--- config.mk ---
export PLATFORM = sky130hd
export DESIGN_NAME = oam_remote_command_regs
export DESIGN_NICKNAME = d
export VERILOG_FILES = /design/src/inc/oam_rc_pkg.sv /design/src/hdl/oam_remote_command_regs.sv /design/src/hdl/rc_frame_mux.sv /design/src/hdl/rc_avl_slave.sv
export SDC_FILE = /design/constraint.sdc
export NUM_CORES = 1
export LEC_CHECK = 0
export ABC_AREA = 1
export CORE_MARGIN = 10
export CORE_UTILIZATION = 48
export DETAILED_ROUTE_END_ITERATION = 10
export DONT_BUFFER_PORTS = 1
export HOLD_SLACK_MARGIN = 0.05
export PLACE_DENSITY = 0.69
export SLEW_MARGIN = 10
export SYNTH_ARGS = -nofsm -noshare
export SYNTH_HDL_FRONTEND = slang
export SYNTH_SLANG_ARGS = --single-unit
--- constraint.sdc ---
create_clock -name core_clk_i -period 1.85 [get_ports core_clk_i]
set_input_delay 0.185 -clock core_clk_i [delete_from_list [all_inputs] [get_ports core_clk_i]]
set_output_delay 0.185 -clock core_clk_i [all_outputs]
set_load 0.05 [all_outputs]
--- src/inc/oam_rc_pkg.sv ---
package oam_rc_pkg;

    // Register indices as printed; byte address is four times the index
    localparam logic [7:0] IDX_RC_CONTROL = 8'h4a;
    localparam logic [7:0] IDX_RC_ADDRESS = 8'h4b;
    localparam logic [7:0] IDX_RC_DATA    = 8'h4c;
    localparam logic [7:0] IDX_MODEL_INFO = 8'h55;
    localparam logic [7:0] IDX_MODEL_ADDR = 8'h56;
    localparam logic [7:0] IDX_MODEL_DATA = 8'h57;
    localparam logic [7:0] IDX_RC_ISSUE   = 8'h42;

    // Field positions in the control register
    localparam int OP_MODE_LSB  = 0;
    localparam int OP_CODE_LSB  = 2;
    localparam int CAP_LSB      = 4;
    localparam int READ_ACK_BIT = 6;
    localparam int RSVD_BIT     = 7;

    localparam logic [1:0] OP_MODE_NORMAL   = 2'h0;
    localparam logic [1:0] OP_MODE_EXTENDED = 2'h2;

    localparam logic [1:0] OP_CODE_READ_REPLY  = 2'h0;
    localparam logic [1:0] OP_CODE_READ_REQ    = 2'h1;
    localparam logic [1:0] OP_CODE_WRITE_REPLY = 2'h2;
    localparam logic [1:0] OP_CODE_WRITE_REQ   = 2'h3;

    // Reset values
    localparam logic [1:0] RST_OP_MODE  = OP_MODE_EXTENDED;
    localparam logic [1:0] RST_OP_CODE  = 2'h0;
    localparam logic [1:0] RST_CAP      = 2'h2;
    localparam logic [7:0] RST_ADDRESS  = 8'h00;
    localparam logic [7:0] RST_DATA     = 8'h00;
    localparam logic [7:0] RST_MODEL    = 8'h00;

    typedef enum logic [2:0] {
        CMD_NONE,
        CMD_READ_REPLY,
        CMD_READ_REQUEST,
        CMD_READ_ACK,
        CMD_WRITE_REPLY,
        CMD_WRITE_REQUEST
    } rc_cmd_t;

    typedef struct packed {
        logic       read_ack;
        logic [1:0] op_code;
        logic [1:0] op_mode;
    } rc_ctrl_t;

    typedef struct packed {
        logic       read;
        logic       write;
        logic [9:0] address;
        logic [31:0] writedata;
    } avl_req_t;

    typedef struct packed {
        logic [7:0] byte0;
        logic [7:0] byte1;
        logic [7:0] byte2;
    } frame_bytes_t;

endpackage

--- src/hdl/oam_remote_command_regs.sv ---
`timescale 1ns/1ps
module oam_remote_command_regs
    import oam_rc_pkg::*;
(
    input  wire logic         core_clk_i,
    input  wire logic         rstn_i,
    input  wire logic [9:0]   avs_address_i,
    input  wire logic         avs_read_i,
    input  wire logic         avs_write_i,
    input  wire logic [31:0]  avs_writedata_i,
    input  wire logic [3:0]   avs_byteenable_i,
    output logic [31:0]       avs_readdata_o,
    output logic              avs_waitrequest_o,
    output logic [7:0]        frame_byte0_o,
    output logic [7:0]        frame_byte1_o,
    output logic [7:0]        frame_byte2_o,
    output rc_cmd_t           cmd_o
);

    logic       rsvd_q;
    logic       read_ack_q;
    logic [1:0] op_code_q;
    logic [1:0] op_mode_q;
    logic [7:0] address_q;
    logic [7:0] data_q;
    logic [7:0] model0_q;
    logic [7:0] model1_q;
    logic [7:0] model2_q;
    logic [31:0] readdata_q;
    logic [31:0] readdata_d;
    logic [7:0] frame0_q;
    logic [7:0] frame1_q;
    logic [7:0] frame2_q;

    logic       access;
    logic       rd_phase;

    rc_avl_slave u_slave (
        .core_clk_i    (core_clk_i),
        .rstn_i        (rstn_i),
        .read_i        (avs_read_i),
        .write_i       (avs_write_i),
        .waitrequest_o (avs_waitrequest_o),
        .access_o      (access),
        .rd_phase_o    (rd_phase)
    );

    // Word address decode; low two bits select nothing since each register is one word
    wire [7:0] widx      = avs_address_i[9:2];
    wire       wr_stb    = access & avs_write_i & avs_byteenable_i[0];
    wire [7:0] wbyte     = avs_writedata_i[7:0];
    wire       hit_ctrl  = (widx == IDX_RC_CONTROL);
    wire       hit_addr  = (widx == IDX_RC_ADDRESS);
    wire       hit_data  = (widx == IDX_RC_DATA);
    wire       hit_m0    = (widx == IDX_MODEL_INFO);
    wire       hit_m1    = (widx == IDX_MODEL_ADDR);
    wire       hit_m2    = (widx == IDX_MODEL_DATA);

    wire [7:0] ctrl_byte = {rsvd_q, read_ack_q, RST_CAP, op_code_q, op_mode_q};

    rc_ctrl_t ctrl;
    assign ctrl.read_ack = read_ack_q;
    assign ctrl.op_code  = op_code_q;
    assign ctrl.op_mode  = op_mode_q;

    frame_bytes_t model;
    assign model.byte0 = model0_q;
    assign model.byte1 = model1_q;
    assign model.byte2 = model2_q;

    frame_bytes_t frame;
    rc_cmd_t      cmd_c;

    rc_frame_mux u_mux (
        .ctrl_i       (ctrl),
        .ctrl_byte_i  (ctrl_byte),
        .rc_address_i (address_q),
        .rc_data_i    (data_q),
        .model_i      (model),
        .frame_o      (frame),
        .cmd_o        (cmd_c)
    );

    // Unmapped addresses read as zero and ignore writes
    always_comb
    begin
        readdata_d = 32'h0;
        if (hit_ctrl)
            readdata_d[7:0] = ctrl_byte;
        else if (hit_addr)
            readdata_d[7:0] = address_q;
        else if (hit_data)
            readdata_d[7:0] = data_q;
        else if (hit_m0)
            readdata_d[7:0] = model0_q;
        else if (hit_m1)
            readdata_d[7:0] = model1_q;
        else if (hit_m2)
            readdata_d[7:0] = model2_q;
    end

    // Mode field takes whatever is written; reserved encodings are the writer's duty
    always_ff @(posedge core_clk_i)
    begin
        if (!rstn_i)
        begin
            rsvd_q     <= 1'b0;
            read_ack_q <= 1'b0;
            op_code_q  <= RST_OP_CODE;
            op_mode_q  <= RST_OP_MODE;
        end
        else if (wr_stb && hit_ctrl)
        begin
            rsvd_q     <= wbyte[RSVD_BIT];
            read_ack_q <= wbyte[READ_ACK_BIT];
            op_code_q  <= wbyte[OP_CODE_LSB +: 2];
            op_mode_q  <= wbyte[OP_MODE_LSB +: 2];
        end
    end

    always_ff @(posedge core_clk_i)
    begin
        if (!rstn_i)
        begin
            address_q <= RST_ADDRESS;
            data_q    <= RST_DATA;
        end
        else
        begin
            if (wr_stb && hit_addr)
                address_q <= wbyte;
            if (wr_stb && hit_data)
                data_q <= wbyte;
        end
    end

    always_ff @(posedge core_clk_i)
    begin
        if (!rstn_i)
        begin
            model0_q <= RST_MODEL;
            model1_q <= RST_MODEL;
            model2_q <= RST_MODEL;
        end
        else
        begin
            if (wr_stb && hit_m0)
                model0_q <= wbyte;
            if (wr_stb && hit_m1)
                model1_q <= wbyte;
            if (wr_stb && hit_m2)
                model2_q <= wbyte;
        end
    end

    always_ff @(posedge core_clk_i)
    begin
        if (!rstn_i)
            readdata_q <= 32'h0;
        else if (rd_phase)
            readdata_q <= readdata_d;
    end

    // Frame bytes are registered so the frame builder sees glitch-free data
    always_ff @(posedge core_clk_i)
    begin
        if (!rstn_i)
        begin
            frame0_q <= 8'h0;
            frame1_q <= 8'h0;
            frame2_q <= 8'h0;
            cmd_o    <= CMD_NONE;
        end
        else
        begin
            frame0_q <= frame.byte0;
            frame1_q <= frame.byte1;
            frame2_q <= frame.byte2;
            cmd_o    <= cmd_c;
        end
    end

    assign avs_readdata_o = readdata_q;
    assign frame_byte0_o  = frame0_q;
    assign frame_byte1_o  = frame1_q;
    assign frame_byte2_o  = frame2_q;

    property p_ext_addr;
        @(posedge core_clk_i) disable iff (!rstn_i)
        (op_mode_q == OP_MODE_EXTENDED) |=> (frame_byte1_o == $past(address_q));
    endproperty
    a_ext_addr: assert property (p_ext_addr) else $error("address byte not in frame");

    property p_ext_data;
        @(posedge core_clk_i) disable iff (!rstn_i)
        (op_mode_q == OP_MODE_EXTENDED) |=> (frame_byte2_o == $past(data_q));
    endproperty
    a_ext_data: assert property (p_ext_data) else $error("data byte not in frame");

    property p_ext_ctrl;
        @(posedge core_clk_i) disable iff (!rstn_i)
        (op_mode_q == OP_MODE_EXTENDED) |=> (frame_byte0_o[1:0] == OP_MODE_EXTENDED);
    endproperty
    a_ext_ctrl: assert property (p_ext_ctrl) else $error("control byte not in frame");

    property p_norm;
        @(posedge core_clk_i) disable iff (!rstn_i)
        (op_mode_q == OP_MODE_NORMAL) |=>
            (frame_byte0_o == $past(model0_q)) && (frame_byte2_o == $past(model2_q));
    endproperty
    a_norm: assert property (p_norm) else $error("model bytes not in frame");

    property p_code;
        @(posedge core_clk_i) disable iff (!rstn_i)
        (op_mode_q == OP_MODE_EXTENDED && op_code_q == OP_CODE_WRITE_REQ)
            |=> (cmd_o == CMD_WRITE_REQUEST);
    endproperty
    a_code: assert property (p_code) else $error("write request not decoded");

    property p_ack;
        @(posedge core_clk_i) disable iff (!rstn_i)
        (op_mode_q == OP_MODE_EXTENDED && op_code_q == OP_CODE_READ_REQ)
            |=> (cmd_o == ($past(read_ack_q) ? CMD_READ_ACK : CMD_READ_REQUEST));
    endproperty
    a_ack: assert property (p_ack) else $error("read ack decode wrong");

    property p_reset;
        @(posedge core_clk_i)
        !rstn_i |=> (op_mode_q == OP_MODE_EXTENDED) && (address_q == 8'h0) && (data_q == 8'h0);
    endproperty
    a_reset: assert property (p_reset) else $error("reset values wrong");

    property p_addr_wr;
        @(posedge core_clk_i) disable iff (!rstn_i)
        (wr_stb && hit_addr) |=> ##1 (frame_byte1_o == $past(wbyte, 2))
            || ($past(op_mode_q) != OP_MODE_EXTENDED);
    endproperty
    a_addr_wr: assert property (p_addr_wr) else $error("address write lost");

    property p_data_wr;
        @(posedge core_clk_i) disable iff (!rstn_i)
        (wr_stb && hit_data) |=> (data_q == $past(wbyte));
    endproperty
    a_data_wr: assert property (p_data_wr) else $error("data write lost");

    property p_cmd_none;
        @(posedge core_clk_i) disable iff (!rstn_i)
        (op_mode_q != OP_MODE_EXTENDED) |=> (cmd_o == CMD_NONE);
    endproperty
    a_cmd_none: assert property (p_cmd_none) else $error("stray command");

    property p_rd_reply;
        @(posedge core_clk_i) disable iff (!rstn_i)
        (op_mode_q == OP_MODE_EXTENDED && op_code_q == OP_CODE_READ_REPLY)
            |=> (cmd_o == CMD_READ_REPLY);
    endproperty
    a_rd_reply: assert property (p_rd_reply) else $error("read reply not decoded");

    property p_wr_reply;
        @(posedge core_clk_i) disable iff (!rstn_i)
        (op_mode_q == OP_MODE_EXTENDED && op_code_q == OP_CODE_WRITE_REPLY)
            |=> (cmd_o == CMD_WRITE_REPLY);
    endproperty
    a_wr_reply: assert property (p_wr_reply) else $error("write reply not decoded");

    property p_norm_addr;
        @(posedge core_clk_i) disable iff (!rstn_i)
        (op_mode_q == OP_MODE_NORMAL) |=> (frame_byte1_o == $past(model1_q));
    endproperty
    a_norm_addr: assert property (p_norm_addr) else $error("model byte 1 not in frame");

    property p_ext_code;
        @(posedge core_clk_i) disable iff (!rstn_i)
        (op_mode_q == OP_MODE_EXTENDED) |=> (frame_byte0_o[3:2] == $past(op_code_q));
    endproperty
    a_ext_code: assert property (p_ext_code) else $error("op code not in frame");

    property p_data_frame;
        @(posedge core_clk_i) disable iff (!rstn_i)
        (wr_stb && hit_data) |=> ##1 (frame_byte2_o == $past(wbyte, 2))
            || ($past(op_mode_q) != OP_MODE_EXTENDED);
    endproperty
    a_data_frame: assert property (p_data_frame) else $error("data write not framed");

    // Address and data only move on a bus write, so a command cannot pick up stale bytes
    property p_addr_hold;
        @(posedge core_clk_i) disable iff (!rstn_i)
        !(wr_stb && hit_addr) |=> $stable(address_q);
    endproperty
    a_addr_hold: assert property (p_addr_hold) else $error("address changed unasked");

    property p_data_hold;
        @(posedge core_clk_i) disable iff (!rstn_i)
        !(wr_stb && hit_data) |=> $stable(data_q);
    endproperty
    a_data_hold: assert property (p_data_hold) else $error("data changed unasked");

    property p_reset_code;
        @(posedge core_clk_i)
        !rstn_i |=> (op_code_q == RST_OP_CODE) && !read_ack_q;
    endproperty
    a_reset_code: assert property (p_reset_code) else $error("op code reset wrong");

endmodule

--- src/hdl/rc_frame_mux.sv ---
`timescale 1ns/1ps
module rc_frame_mux
    import oam_rc_pkg::*;
(
    input  wire rc_ctrl_t     ctrl_i,
    input  wire logic [7:0]   ctrl_byte_i,
    input  wire logic [7:0]   rc_address_i,
    input  wire logic [7:0]   rc_data_i,
    input  wire frame_bytes_t model_i,
    output frame_bytes_t      frame_o,
    output rc_cmd_t           cmd_o
);

    wire extended = (ctrl_i.op_mode == OP_MODE_EXTENDED);

    // Reserved modes fall back to the model bytes, the safer of the two
    assign frame_o.byte0 = extended ? ctrl_byte_i : model_i.byte0;
    assign frame_o.byte1 = extended ? rc_address_i : model_i.byte1;
    assign frame_o.byte2 = extended ? rc_data_i : model_i.byte2;

    function automatic rc_cmd_t decode_cmd(input rc_ctrl_t c);
        if (c.op_mode != OP_MODE_EXTENDED)
            return CMD_NONE;
        case (c.op_code)
            OP_CODE_READ_REPLY:  return CMD_READ_REPLY;
            OP_CODE_READ_REQ:    return c.read_ack ? CMD_READ_ACK : CMD_READ_REQUEST;
            OP_CODE_WRITE_REPLY: return CMD_WRITE_REPLY;
            default:             return CMD_WRITE_REQUEST;
        endcase
    endfunction

    assign cmd_o = decode_cmd(ctrl_i);

endmodule

--- src/hdl/rc_avl_slave.sv ---
`timescale 1ns/1ps
module rc_avl_slave
    import oam_rc_pkg::*;
(
    input  wire logic       core_clk_i,
    input  wire logic       rstn_i,
    input  wire logic       read_i,
    input  wire logic       write_i,
    output logic            waitrequest_o,
    output logic            access_o,
    output logic            rd_phase_o
);

    // One wait cycle per access gives registered read data time to settle
    logic busy_q;
    logic busy_d;

    wire req = read_i | write_i;

    assign busy_d        = req & ~busy_q;
    assign waitrequest_o = req & ~busy_q;
    assign access_o      = req & busy_q;
    assign rd_phase_o    = read_i & ~busy_q;

    always_ff @(posedge core_clk_i)
    begin
        if (!rstn_i)
            busy_q <= 1'b0;
        else
            busy_q <= busy_d;
    end

endmodule

==> summary.txt, run 1 <==
Run status
  • Run status: finished, final reports clean

Setup path
  • CP max-delay cell: dlygate4sd3_1
  • Worst-path maximum fanout: 12
  • Maximum single-stage delay on the critical path: between 0.5 and 0.6 ns
  • Critical path data required time: about 2.1 ns
  • Data arrival time of the critical path: about 2.0 ns
  • Family with the most delay on the worst path: buffers and inverters
  • Number of buffers and inverters on the critical path: 2
  • Critical path cell sequence: nand3_2, clkinv_4, nand2_2, nand2_1, o211ai_1, dlygate4sd3_1
  • Type of element launching the critical path: flop
  • Crit end category: flop
  • Kind of critical path: reg2reg
  • Reg2reg setup slack: ~0.12 ns

Final layout
  • Number of filler cells placed in the layout: ~710
  • Area of the multi-input gates: roughly 1400 um2
  • Count of antenna diodes in the layout: 0
  • FF+latch area: 1643 um2
  • Area growth syn-to-layout: 8.778%
  • Fraction of layout instances using a drive strength above 1: 13.68%
  • Post-route cell area: 3876 um2
  • Most common library cell in the layout ignoring fill and taps: dfxtp_1
  • Total Nets Final: 520
  • Highest-count cells in the layout ignoring fill and taps: dfxtp_1, inv_1, a21oi_1, o21ai_0, nand2_1

Route
  • Starting DRT DRC Count: 264
  • Top routing layer in use: met5
  • Met2 Routed Length: 4175 um
  • Via density per instance: around 5.1
  • Post-Route WL: 9072 um
  • Post-detailed-route wirelength per cell: 15.80 um
  • Count of nets left with antenna violations after detail routing: 0
  • Wire length on met3: approximately 740 um
  • Number of iterations in the first detailed-routing pass: 4
  • Via Count: 2911
  • Metal1 wirelength: 3917 um
  • Number of design rule violations left after detail routing: 0

STA
  • Final Hold Viols: 0
  • Slew Limit Headroom: 65.57%
  • Maximum clock rate: around 580 MHz
  • Final Setup Violations: 0
  • Setup repair after global routing missed its margin: false
  • Measured slew at the worst slew-check pin: 0.5157 ns
  • Max-slew violations: 0
  • Post-route setup TNS: 0 ns
  • Skew final: 0.01215 ns
  • Min Clock Period, post-route: 1.730 ns
  • Period utilization: 93.50%

Placement
  • Quantity of I/O buffers inserted on ports: 0
  • Placed cell area: 3538 um2
  • Routability cong.: 0.9170
  • Post-detailed-placement half-perimeter wirelength: 6505 um

Floorplanning
  • Width of the chip: 106.2 um
  • Vert. Die Dim: 106.2 um
  • Number of ports placed on the die boundary: 110
  • Core Region: 7253 um2
  • Site Rows: 31
  • Full die area: 11270 um2
  • Initial cell density of the core: approximately half

Logic synthesis
  • Post-synthesis cell count: roughly 460
  • Count of distinct cell types in the synthesized netlist: 30
  • Post-Synthesis Cell Area: ~3600 um2
  • Syn avg cell area: 7.815 um2
  • Area fraction of the dominant cell type after synthesis: 46.07%
  • Portion of the post-synthesis area used by sequential elements: 46.07%
  • Area leader, netlist: dfxtp_1
  • Total of flip-flops plus latches after synthesis: 82
  • Top cells by area, synth: dfxtp_1, inv_1, a21oi_1, o21ai_0, buf_4
  • Total number of yosys warnings: 0

Clock tree
  • Clock-pin slew on the worst setup and hold paths: 0.09 ns
  • Clock latency reported for the late side of the worst-skew pair: 0.35 ns
  • Buffer levels on the longest clock path: 2
  • Setup fix buffers added after clock tree synthesis: 0
  • Clock root buffer: clkbuf_8
  • TritonCTS Buffers: 9
  • CTS H-tree lvls: 3
  • # clock sinks: 82
  • Clock tree from TritonCTS: built

Power
  • Highest ir drop seen on vdd: roughly 0.00048 V
  • Cell Pwr Density: 898.7 nW/um2
  • Leakage power: ~0.0016 uW

Global route
  • Overflow after GRT: 0
  • Maximum number of pins on one net before global-route repair: 50
  • Via count of the first global-routing pass: between 2000 and 3000
  • Number of antenna violations at the first check in global routing: 1
  • GRT Total Usage: 15.95%
  • First-pass GRT wire length: roughly 14000 um

Min path
  • Hold/Removal Path Class: in2reg

Job
  • Maximum capacitance violations: 0
-- final cells by class --
cell class	instances	area share (%)
timing repair buffer	20	4.906
tap	99	3.196
clock inverter	7	2.130
inverter	78	7.682
multi-input combinational	279	36.51
sequential	82	42.38
clock buffer	9	3.196
-- where the power goes --
part / switching [uW] / internal, uW
sequential: 30.9 / 1780
combinational: 257 / 69.6
clock: 702 / 647
-- flip-flops by register name, summed over array words and instances, names as in the netlist --
register        flops
address_q           8
avs_readdata_o      8
data_q              8
frame_byte0_o       8
frame_byte1_o       8
frame_byte2_o       8
model0_q            8
model1_q            8
model2_q            8
cmd_o               3
op_code_q           2
op_mode_q           2
read_ack_q          1
rsvd_q              1
u_slave.busy_q      1
-- logic make-up after synthesis --
logic type             Yosys count  share of synthesized area [%]
AOI/OAI and AO/OA              134                          20.01
and+or+nand+nor                121                          17.17
buffers and inverters          118                          16.64
DFF                             82                          46.07
other                            1                         0.1052
-- synth_stat cells --
cell	number
buf_4	24
clkinv_4	1
and3_2	1
inv_2	10
buf_2	1
clkbuf_2	1
nor2_8	1
o22ai_1	19
o21ai_1	11
a31oi_1	1
o21ai_0	48
nor2_2	4
conb_1	1
nand3_2	3
buf_6	7
nor2_1	29
nor3_1	4
nand2_1	43
o21ai_2	2
nand3_1	17
clkbuf_1	7
nand2_4	4
nor2_4	3
nand2_2	8
a21oi_2	2
dfxtp_1	82
o211ai_1	1
inv_1	67
nand4_1	4
a21oi_1	50
-- worst paths after layout --
| kind | from | to | cells past startpoint |
|---|---|---|---|
| worst max-delay path | u_slave.busy_q | op_mode_q[1] | 6 |
| worst min register to register | model1_q[7] | model1_q[7] | 2 |
| worst min-delay path | avs_writedata_i[2] | model1_q[2] | 2 |
| worst max register to register | u_slave.busy_q | op_mode_q[1] | 6 |
-- metrics by stage --
step                      instances  hold slack (ns)  power, uW  setup slack (ns)  util (%)
after floorplan                 479           0.3337       2137            0.6490         -
after global placement          546           0.2930       2119            0.4362     48.78
after detailed placement        546           0.2979       2123            0.4131     48.78
after CTS                       574          0.05071       3507           0.07430     53.42
after global routing            574          0.05669       3608           0.03440     53.44
final                           574          0.06859       3483            0.1202     53.44
-- routing by layer --
layer / GRT usage [%] / vias to the layer above
li1: - / 1456
met1: 19.42 / 1315
met2: 25.04 / 120
met3: 5.072 / 18
met4: 7.640 / 2
met5: 0 / -
-- what timing repair did --
action | 4_1_cts | 5_1_grt
hold buffers | 12 | 0
endpoints found under the hold margin | 51 | 0
gates resized for setup | 0 | 1
setup endpoints to repair | 0 | 1
Power figures use the tool's default switching activity.
==> run 2, diff against run 1 <==
--- a/config.mk
+++ b/config.mk
@@ -12,6 +12,7 @@
 export DONT_BUFFER_PORTS = 1
 export HOLD_SLACK_MARGIN = 0.05
 export PLACE_DENSITY = 0.69
+export RECOVER_POWER = 25
 export SLEW_MARGIN = 10
 export SYNTH_ARGS = -nofsm -noshare
 export SYNTH_HDL_FRONTEND = slang
==> run 2 against run 1 <==
  * Count of clock-buffer cells in the layout did not move
  * Via count grew 0.10%
  * Critical path depth did not move
  * Non-clock buffer count unchanged
  * Hold slack better by 0.0041 ns
  * Combinational power is 2% lower
==> summary.txt, run 2 (synthesis gave the netlist of run 1 again) <==
STA
  • Maximum clock rate: 586.7 MHz
  • Skew final: ~0.013 ns
  • Post-route setup TNS: 0 ns
  • Measured slew at the worst slew-check pin: 0.6059 ns
  • Period utilization: 92.13%
  • Post-route worst hold slack: 0.07265 ns
  • Min Clock Period, post-route: 1.704 ns
  • Setup repair after global routing missed its margin: false
  • Slew Limit Headroom: 59.78%
  • Final Setup Violations: 0
  • Final Hold Viols: 0
  • Max-slew violations: 0

Job
  • Maximum capacitance violations: 0

Setup path
  • Type of element launching the critical path: flop
  • Maximum single-stage delay on the critical path: 0.56 ns
  • Crit end category: flop
  • Data arrival time of the critical path: 1.96 ns
  • CP max-delay cell: dlygate4sd3_1
  • Critical path cell sequence: nand3_2, clkinv_4, nand2_2, nand2_1, o211ai_1, dlygate4sd3_1
  • Worst-path maximum fanout: 12
  • Critical path data required time: 2.10 ns
  • Kind of critical path: reg2reg

Global route
  • Maximum number of pins on one net before global-route repair: 50
  • First-pass GRT wire length: approximately 14000 um
  • Number of antenna violations at the first check in global routing: 1
  • GRT Total Usage: 15.95%
  • Via count of the first global-routing pass: about 2800
  • Overflow after GRT: 0

Route
  • Via Count: 2914
  • Post-detailed-route wirelength per cell: about 16 um
  • Via density per instance: 5.077
  • Starting DRT DRC Count: 281
  • Number of design rule violations left after detail routing: 0
  • Count of nets left with antenna violations after detail routing: 0
  • Number of iterations in the first detailed-routing pass: 5
  • Post-Route WL: 9097 um

Clock tree
  • Clock-pin slew on the worst setup and hold paths: 0.09 ns
  • # clock sinks: 82
  • Clock latency reported for the late side of the worst-skew pair: roughly 0.35 ns
  • CTS H-tree lvls: 3
  • Clock root buffer: clkbuf_8
  • Buffer levels on the longest clock path: 2
  • Clock tree from TritonCTS: built
  • TritonCTS Buffers: 9
  • Setup fix buffers added after clock tree synthesis: 0

Placement
  • Routability cong.: 0.9170
  • Post-detailed-placement half-perimeter wirelength: 6505 um
  • Quantity of I/O buffers inserted on ports: 0
  • # placed instances: 546

Floorplanning
  • Core Region: 7253 um2
  • Initial cell density of the core: 49.13%
  • Vert. Die Dim: 106.2 um
  • Site Rows: 31
  • Width of the chip: 106.2 um
  • Full die area: 11270 um2
  • Number of ports placed on the die boundary: 110

Final layout
  • Number of filler cells placed in the layout: 719
  • Most common library cell in the layout ignoring fill and taps: dfxtp_1
  • Fraction of layout instances using a drive strength above 1: between 10% and 20%
  • Area growth syn-to-layout: 7.655%
  • Highest-count cells in the layout ignoring fill and taps: dfxtp_1, inv_1, a21oi_1, o21ai_0, nand2_1
  • Count of antenna diodes in the layout: 0
  • Cell Count, Final, Fillers Out: 574
  • Total Nets Final: 520

Run status
  • Run status: finished, final reports clean

Power
  • Cell Pwr Density: 907.6 nW/um2
  • Highest ir drop seen on vdd: just under 0.0005 V
  • Leakage power: 0.001526 uW

Min path
  • Hold/Removal Path Class: in2reg
==> run 2: cell types whose count changed in the layout (fill, tap and decap cells not counted) <==
cell	before	now
buf_4	8	1
clkbuf_2	0	1
nand2_1	43	45
clkbuf_1	0	6
nand2_4	4	2
==> run 2: what timing repair did <==
| action | in CTS | in global routing |
|---|---|---|
| resized for setup | 0 | 1 |
| endpoints found under the hold margin | 51 | 0 |
| hold buffers | 12 | 0 |
| endpoints found under the setup margin | 0 | 1 |
==> run 2: critical path, delay by kind of cell, from the launching register on <==
family                 cells  cell delay [ns]
AO/OA/AOI/OAI              1             0.08
AND/OR/NAND/NOR            3             0.46
buffers and inverters      2             0.67
flip-flops                 1             0.39
==> run 2: final cells by class <==
class / instances / area (um2) / area share, %
flip-flops and latches: 82 / 1643 / 42.82
multi-input cells: 279 / 1400 / 36.50
inverters: 78 / 297.8 / 7.763
repair buffers: 20 / 165.2 / 4.305
clock buffers: 9 / 123.9 / 3.229
well taps: 99 / 123.9 / 3.229
clock inverters: 7 / 82.58 / 2.153
==> run 2: metrics by stage <==
stage | cell area [um2] | setup slack (ns) | utilization (%) | power (uW)
CTS | 3875 | 0.07430 | 53.42 | 3507
floorplan | 3650 | 0.6490 | - | 2137
global placement | 3538 | 0.4362 | 48.78 | 2119
global route | 3836 | 0.06125 | 52.89 | 3602
finish | 3836 | 0.1457 | 52.89 | 3482
detailed placement | 3538 | 0.4131 | 48.78 | 2123
==> run 2: power by group <==
group | total (uW) | switching, uW | leakage, uW | internal, uW
clock | 1350 | 705 | 0.0000988 | 647
combinational | 322 | 257 | 0.000764 | 65.4
sequential | 1810 | 30.8 | 0.000663 | 1780
==> run 2: path summary, 6_finish.rpt <==
path / slack (ns) / startpoint / end / cells past startpoint
setup / recovery: 0.15 / u_slave.busy_q / op_mode_q[1] / 6
hold / removal: 0.07 / avs_writedata_i[2] / model1_q[2] / 2
setup reg to reg: 0.15 / u_slave.busy_q / op_mode_q[1] / 6
hold reg to reg: 0.47 / model1_q[7] / model1_q[7] / 2
==> run 2: routing by layer <==
metal,part of all wire (%),track usage (%),up-vias
met5,0.14,0,-
met4,2.8,7.640,2
met3,7.9,5.072,20
met2,46,25.04,119
met1,43,19.42,1314
li1,-,-,1459
